## config.mk

```make
export PLATFORM = sky130hd
export DESIGN_NAME = pvi_unit
export DESIGN_NICKNAME = d
export VERILOG_FILES = /design/src/design/pvi_pkg.sv /design/src/design/pvi_level_chain.sv /design/src/design/pvi_unit.sv
export SDC_FILE = /design/constraint.sdc
export NUM_CORES = 1
export LEC_CHECK = 0
export BUFFER_PORTS_ARGS = -buffer_cell sky130_fd_sc_hd__buf_2
export CAP_MARGIN = 5
export CORE_MARGIN = 2
export CORE_UTILIZATION = 50
export DETAILED_ROUTE_END_ITERATION = 10
export PLACE_DENSITY = 0.75
export SLEW_MARGIN = 20
export SYNTH_ARGS = -nofsm -noshare
export SYNTH_HDL_FRONTEND = slang
export SYNTH_SLANG_ARGS = --single-unit
```

## constraint.sdc

```tcl
create_clock -name clk -period 1.9 [get_ports clk]
set_clock_uncertainty 0.2 [all_clocks]
set_input_delay 0.285 -clock clk [delete_from_list [all_inputs] [get_ports clk]]
set_output_delay 0.285 -clock clk [all_outputs]
set_load 0.05 [all_outputs]
```

## src/design/pvi_pkg.sv

```systemverilog
package pvi_pkg;
  localparam int NUM_LEVELS = 8;
  localparam int NUM_HW_LEVELS = 4;
  localparam int DEV_PER_LEVEL = 8;
  localparam int MONITOR_LEVEL = 4;
  localparam int PROG_INT_LEVEL = 3;
  localparam logic [7:0] LEVELS_RESET = 8'h00;
  localparam logic [31:0] DEV_RESET = 32'h0000_0000;
  localparam logic [3:0] SW_RESET = 4'h0;

  typedef enum logic [1:0] {
    PVI_T1,
    PVI_T2,
    PVI_T3,
    PVI_T4
  } pvi_time_t;

  // timing pulses of the i/o processor, one cycle each
  typedef struct packed {
    logic t1;
    logic t3;
    logic t4;
  } pvi_timing_t;

  // processor-side events and instructions, one cycle each
  typedef struct packed {
    logic enable_on;
    logic enable_off;
    logic monitor_call;
    logic prog_int;
    logic release_level;
    logic release_restore;
    logic cycle_start;
  } pvi_cpu_cmd_t;
endpackage

```

## src/design/pvi_level_chain.sv

```systemverilog
`timescale 1ns/1ps
// daisy chain for one hardware level
module pvi_level_chain
  import pvi_pkg::*;
(
  input wire logic [DEV_PER_LEVEL-1:0] flags,
  output logic any_req,
  output logic [DEV_PER_LEVEL-1:0] winner
);
  always_comb begin
    winner = '0;
    // lowest index is nearest bus start
    for (int i = DEV_PER_LEVEL - 1; i >= 0; i--) begin
      if (flags[i]) begin
        winner = '0;
        winner[i] = 1'b1;
      end
    end
    any_req = |flags;
  end
endmodule // pvi_level_chain

```

## src/design/pvi_unit.sv

```systemverilog
`timescale 1ns/1ps
module pvi_unit
(
  input wire logic clk,
  input wire logic reset,
  input wire logic [31:0] dev_flag,
  input wire logic [3:0] sw_req,
  input wire pvi_pkg::pvi_timing_t timing,
  input wire pvi_pkg::pvi_cpu_cmd_t cmd,
  output logic facility_enabled,
  output logic cpu_request,
  output logic prog_int_disable,
  output logic cycle_sync,
  output logic grant,
  output logic [31:0] addr_enable,
  output logic [7:0] levels_active,
  output logic [7:0] requests
);
  import pvi_pkg::*;

  // ==================================================
  // input synchronisers
  logic [31:0] dev_s1_reg, dev_s2_reg;
  logic [3:0] sw_s1_reg, sw_s2_reg;
  always_ff @(posedge clk) begin
    if (reset) begin
      dev_s1_reg <= DEV_RESET;
      dev_s2_reg <= DEV_RESET;
      sw_s1_reg <= SW_RESET;
      sw_s2_reg <= SW_RESET;
    end else begin
      dev_s1_reg <= dev_flag;
      dev_s2_reg <= dev_s1_reg;
      sw_s1_reg <= sw_req;
      sw_s2_reg <= sw_s1_reg;
    end
  end

  // ==================================================
  // per-level arbitration
  logic [3:0] hw_any;
  logic [31:0] hw_win;
  genvar g;
  generate
    for (g = 0; g < NUM_HW_LEVELS; g++) begin : g_lvl
      pvi_level_chain u_chain (
        .flags(dev_s2_reg[g*DEV_PER_LEVEL +: DEV_PER_LEVEL]),
        .any_req(hw_any[g]),
        .winner(hw_win[g*DEV_PER_LEVEL +: DEV_PER_LEVEL])
      );
    end
  endgenerate

  // ==================================================
  // state
  logic enable_reg, enable_next;
  logic [7:0] rq_reg, rq_next;
  logic [7:0] pl_reg, pl_next;
  logic sync_reg, sync_next;
  logic grant_reg, grant_next;
  logic [31:0] en_reg, en_next;
  logic [2:0] lvl_reg, lvl_next;
  logic [31:0] dev_sel_reg, dev_sel_next;
  logic cpu_req_reg, cpu_req_next;
  logic pi_dis_reg, pi_dis_next;

  logic [7:0] raw_req, mask, eligible;
  logic [2:0] top_lvl, hi_pl;
  logic top_any, pl_any;

  always_comb begin
    raw_req = {sw_s2_reg, hw_any};
    // highest active level masks itself and all lower
    pl_any = 1'b0;
    hi_pl = 3'd7;
    for (int i = NUM_LEVELS - 1; i >= 0; i--) begin
      if (pl_reg[i]) begin
        pl_any = 1'b1;
        hi_pl = 3'(i);
      end
    end
    mask = '0;
    for (int i = 0; i < NUM_LEVELS; i++) begin
      mask[i] = pl_any && (3'(i) >= hi_pl);
    end
    eligible = rq_reg & ~mask;
    top_any = |eligible;
    top_lvl = 3'd0;
    for (int i = NUM_LEVELS - 1; i >= 0; i--) begin
      if (eligible[i]) top_lvl = 3'(i);
    end

    enable_next = enable_reg;
    if (cmd.enable_on) enable_next = 1'b1;
    if (cmd.enable_off) enable_next = 1'b0;

    rq_next = rq_reg;
    // clearing a flag withdraws the pending request
    rq_next = rq_reg & raw_req;
    if (timing.t4 && enable_reg && !sync_reg) begin
      rq_next = raw_req;
    end

    pl_next = pl_reg;
    if (cmd.release_level || cmd.release_restore) begin
      pl_next[hi_pl] = 1'b0;
    end
    if (cmd.monitor_call && enable_reg) pl_next[MONITOR_LEVEL] = 1'b1;
    if (cmd.prog_int) pl_next[PROG_INT_LEVEL] = 1'b1;
    if (sync_reg && timing.t4) pl_next[lvl_reg] = 1'b1;

    sync_next = sync_reg;
    lvl_next = lvl_reg;
    dev_sel_next = dev_sel_reg;
    grant_next = grant_reg;
    if (!sync_reg && cmd.cycle_start && top_any && timing.t1) begin
      sync_next = 1'b1;
      lvl_next = top_lvl;
      dev_sel_next = '0;
      if (top_lvl < 3'(NUM_HW_LEVELS)) begin
        dev_sel_next = hw_win & {NUM_HW_LEVELS{8'hFF}};
        for (int i = 0; i < NUM_HW_LEVELS; i++) begin
          if (3'(i) != top_lvl) dev_sel_next[i*DEV_PER_LEVEL +: DEV_PER_LEVEL] = 8'h00;
        end
      end
      grant_next = 1'b1;
    end
    if (sync_reg && timing.t3) grant_next = 1'b0;
    if (sync_reg && timing.t4) begin
      sync_next = 1'b0;
      rq_next[lvl_reg] = 1'b0;
    end

    en_next = en_reg;
    // entry address comes from the device
    if (grant_reg) en_next = dev_sel_reg;
    else if (timing.t1) en_next = '0;

    cpu_req_next = top_any && !sync_reg;
    pi_dis_next = |(eligible[NUM_HW_LEVELS-1:0]) || pl_reg[PROG_INT_LEVEL];
  end

  always_ff @(posedge clk) begin
    if (reset) begin
      enable_reg <= 1'b0;
      rq_reg <= LEVELS_RESET;
      pl_reg <= LEVELS_RESET;
      sync_reg <= 1'b0;
      grant_reg <= 1'b0;
      en_reg <= DEV_RESET;
      lvl_reg <= 3'd0;
      dev_sel_reg <= DEV_RESET;
      cpu_req_reg <= 1'b0;
      pi_dis_reg <= 1'b0;
    end else begin
      enable_reg <= enable_next;
      rq_reg <= rq_next;
      pl_reg <= pl_next;
      sync_reg <= sync_next;
      grant_reg <= grant_next;
      en_reg <= en_next;
      lvl_reg <= lvl_next;
      dev_sel_reg <= dev_sel_next;
      cpu_req_reg <= cpu_req_next;
      pi_dis_reg <= pi_dis_next;
    end
  end

  assign facility_enabled = enable_reg;
  assign cpu_request = cpu_req_reg;
  assign prog_int_disable = pi_dis_reg;
  assign cycle_sync = sync_reg;
  assign grant = grant_reg;
  assign addr_enable = en_reg;
  assign levels_active = pl_reg;
  assign requests = rq_reg;

  // ==================================================
  // checks
  AST_GRANT_CLEAR: assert property (@(posedge clk) disable iff (reset)
    sync_reg && timing.t3 |=> !grant_reg) else $error("grant not cleared at time 3");
  AST_PL_SET: assert property (@(posedge clk) disable iff (reset)
    sync_reg && timing.t4 |=> pl_reg[$past(lvl_reg)]) else $error("level latch not set");
  AST_PROG_INT: assert property (@(posedge clk) disable iff (reset)
    cmd.prog_int |=> pl_reg[PROG_INT_LEVEL]) else $error("level 3 not set");
  AST_MON_CALL: assert property (@(posedge clk) disable iff (reset)
    cmd.monitor_call && enable_reg |=> pl_reg[MONITOR_LEVEL]) else $error("level 4 not set");
  AST_RQ_GATE: assert property (@(posedge clk) disable iff (reset)
    !enable_reg && !$past(enable_reg) |-> (rq_reg & ~$past(rq_reg)) == 8'h00) else $error("request set while off");
  AST_ENABLE: assert property (@(posedge clk) disable iff (reset)
    cmd.enable_off |=> !enable_reg) else $error("enable not cleared");
  AST_ADDR_ONEHOT: assert property (@(posedge clk) disable iff (reset)
    $onehot0(en_reg)) else $error("multiple address enables");
  AST_PI_DIS: assert property (@(posedge clk) disable iff (reset)
    |(eligible[3:0]) |=> pi_dis_reg) else $error("program interrupt not disabled");

  // ==================================================
  // cycle and masking checks
  AST_SYNC_CLEAR: assert property (@(posedge clk) disable iff (reset)
    sync_reg && timing.t4 |=> !sync_reg) else $error("sync not cleared at time 4");
  AST_RQ_SERVED: assert property (@(posedge clk) disable iff (reset)
    sync_reg && timing.t4 |=> !rq_reg[$past(lvl_reg)]) else $error("served request not cleared");
  AST_EN_LOAD: assert property (@(posedge clk) disable iff (reset)
    grant_reg |=> en_reg == $past(dev_sel_reg)) else $error("address enable not loaded");
  AST_EN_DROP: assert property (@(posedge clk) disable iff (reset)
    !grant_reg && timing.t1 |=> en_reg == 32'h0000_0000) else $error("address enable not dropped");
  AST_ENABLE_ON: assert property (@(posedge clk) disable iff (reset)
    cmd.enable_on && !cmd.enable_off |=> enable_reg) else $error("enable not set");
  AST_NO_REQ_IN_CYCLE: assert property (@(posedge clk) disable iff (reset)
    sync_reg |=> !cpu_req_reg) else $error("request raised during cycle");
  AST_L3_HOLD: assert property (@(posedge clk) disable iff (reset)
    pl_reg[PROG_INT_LEVEL] |=> pi_dis_reg) else $error("level 3 does not hold off interrupts");
  AST_GRANT_IN_SYNC: assert property (@(posedge clk) disable iff (reset)
    grant_reg |-> sync_reg) else $error("grant outside cycle");
  AST_RQ_WITHDRAW: assert property (@(posedge clk) disable iff (reset)
    (rq_reg & ~$past(raw_req)) == 8'h00) else $error("request kept without source");
  AST_TOP_MASK: assert property (@(posedge clk) disable iff (reset)
    pl_reg[0] |-> eligible == 8'h00) else $error("level 0 active but request eligible");
endmodule // pvi_unit

```

==> results.sh <==
export IMPL_dp_cells=831
export IMPL_end_kind="flip-flop"
export IMPL_track_usage_pct=22.3
export IMPL_relSlewSlack_pct=67.8
export IMPL_hold_path_class="in2reg"
export IMPL_fin_crit_sh_pct=104
export IMPL_ys_flop_type="dfxtp_1"
export IMPL_wl_um=13800
export IMPL_rsz0062_at_grt="yes"
export IMPL_synth_avg_cell_area_um2=9.93
export IMPL_cts_root_buf="clkbuf_16"
export IMPL_ir_drop_v=0.000582
export IMPL_syn_cell_area_um2=5910
export IMPL_cp_required_ns=2.02
export IMPL_worstPathCellList="buf_6, a221oi_4, o21ai_2, o31a_4, buf_12, o32ai_1"
export IMPL_violations="negative setup slack"
export IMPL_fmax_mhz=505
export IMPL_clock_latency_ns=0.41
export IMPL_cp_max_fo=13
export IMPL_htree_num_levels=4
export IMPL_yosys_area_top_type="dfxtp_1"
export IMPL_p_per_area_nw_per_um2=925
export IMPL_worst_slew_pin_slew_ns=0.483
export IMPL_grt_use_met1_pct=31.6
export IMPL_nNetsFinal=805
export IMPL_grt_pass1_vias=4513
export IMPL_fin_area_um2=8000
export IMPL_crit_arrival_ns=2.09
export IMPL_grt_use_met3_pct=4.54
export IMPL_critPathSlowestCell="o31a_4"
export IMPL_synth_seq_cells=160
export IMPL_max_cap_viol_count=0
export IMPL_slew_viol_final=0
export IMPL_layout_min_cycle_time_ns=1.98
export IMPL_die_w_um=113
export IMPL_start_util_pct=51.5
export IMPL_grt_use_met2_pct=33.9
export IMPL_overflow=0
export IMPL_hold_violations=0
export IMPL_initialDrtViolationCount=292
export IMPL_crit_type="reg2reg"
export IMPL_cts_buffers=17
export IMPL_dpl_cell_area_um2=6710
export IMPL_drt_pass1_iter_count=5
export IMPL_yosysTopAreaCellShare_pct=54.2
export IMPL_grt_busiest_layer="met2"
export IMPL_start_kind="flip-flop"
export IMPL_dieArea_um2=12700
export IMPL_hold_slack_ns=0.0880
export IMPL_yosysSeqAreaShare_pct=54.2
export IMPL_fin_setup_tns_ns=-1.38
export IMPL_grt_pass1_wl_um=22500
export IMPL_n_antenna_cell=0
export IMPL_area_growth_synth_to_final_pct=35.5
export IMPL_yosys_top_cells_area="dfxtp_1 54%, nor2b_1 7.9%, o32ai_2 5.0%, nor3b_1 4.7%, nor2_1 4.1%"
export IMPL_vias=4708
export IMPL_yosysWarnings=0
export IMPL_syn_inst=595
export IMPL_synthTopCellsByCount="160 x dfxtp_1, 75 x nor2b_1, 64 x nor2_1, 44 x a21oi_1, 37 x nor3b_1"
export IMPL_routabilityCongestion=0.921
export IMPL_yosysMostFrequentCell="dfxtp_1"
export IMPL_num_rows=39
export IMPL_finalSetupViolations=30
export IMPL_status="complete, but fails checks"
export IMPL_max_stage_delay_ns=0.37
export IMPL_p_leak_nw=3.20
export IMPL_synth_nets=643
export IMPL_fin_cells=910
export IMPL_dp_hpwl_um=9040
export IMPL_clk_transition_reported_paths_ns=0.06
export IMPL_antenna_left=0
export IMPL_synth_cell_types=49
export IMPL_grt_max_degree=101
export IMPL_cpLargestDelayFamily="compound AO/OA/AOI/OAI gates"
export IMPL_drc_errors=0
export IMPL_synth_edf_count=0
export IMPL_wl_per_cell_um=15.1
export IMPL_synthArstFlopShare_pct=0
export IMPL_drive_above_1_share_pct=31.8
export IMPL_setup_ws_ns=-0.0785
export IMPL_pin_count=101
export IMPL_cts_sinks=160
export IMPL_io_buffers=100
export IMPL_cts_tree="yes"
export IMPL_vias_per_cell=5.17
export IMPL_fp_dieH_um=113
export IMPL_core_area_um2=11500
export IMPL_antenna_found_initial=0
export IMPL_critPathBufInv=2
export IMPL_clockBufferDepth=2
[worst reg2reg max path: cells and delay by family, from the launching register on]
| family | cells | cell delay (ns) |
|---|---|---|
| DFF | 1 | 0.36 |
| AOI/OAI and AO/OA | 4 | 1.01 |
| buffers and inverters | 2 | 0.31 |
[per-layer routing]
metal / vias up / wire length [um]
met2: 146 / 6340
met1: 2202 / 6580
li1: 2346 / -
met5: - / 0
met4: 0 / 179
met3: 14 / 679
[kinds of logic after synthesis]
logic type	count (synthesis)	synth area share (%)
flops	160	54.2
mux	1	0.191
buf+inv	67	4.94
simple gates	261	25.9
compound gates	106	14.7
[power breakdown]
part           switching [mW]  internal, mW  total, mW  leakage (nW)
Combinational           0.283         0.264      0.547          1.61
Sequential             0.0492          3.43       3.48          1.31
Clock                    1.29          2.09       3.37         0.279
[placed cells by master (no fill, tap or decap), types with 17 or more instances in the layout]
master	instances
buf_2	99
inv_1	30
nand2b_1	18
dlygate4sd3_1	41
buf_4	30
nor2b_1	75
nor3b_1	37
nor2_1	59
o32ai_2	24
clkbuf_16	17
a21oi_1	44
dfxtp_1	146
[timing repair]
action,CTS,global route
endpoints found under the hold margin,40,0
endpoints found under the setup margin,38,40
setup buffers,5,2
hold buffers,41,0
gates resized for setup,19,24
gates cloned,2,0
pin swaps,2,9
[metrics by stage]
stage                     setup WS [ns]  util, %  total power [mW]
final                           -0.0785     69.8              7.40
after global routing             -0.141     69.8              7.67
after CTS                        -0.102     68.7              7.42
after detailed placement         -0.187     58.5              3.98
after global placement           -0.155     58.5              3.97
after floorplan                  -0.109        -              3.82
[layout make-up]
cell class,count,area [um^2]
fill,833,3460
sequential,160,3240
multi-input combinational,368,2600
timing repair buffer,178,1280
clock buffer,20,447
tap,143,179
clock inverter,9,134
inverter,32,125
[worst paths after layout]
check / from / end / slack (ns) / cells after the start
setup / recovery: levels_active[3] / dev_sel_reg[5] / -0.08 / 6
hold reg to reg: dev_s1_reg[18] / dev_s2_reg[18] / 0.23 / 1
hold / removal: cmd[2] / levels_active[0] / 0.09 / 4
setup reg to reg: levels_active[3] / dev_sel_reg[5] / -0.08 / 6
No activity file was read; power rests on OpenSTA's default activity.
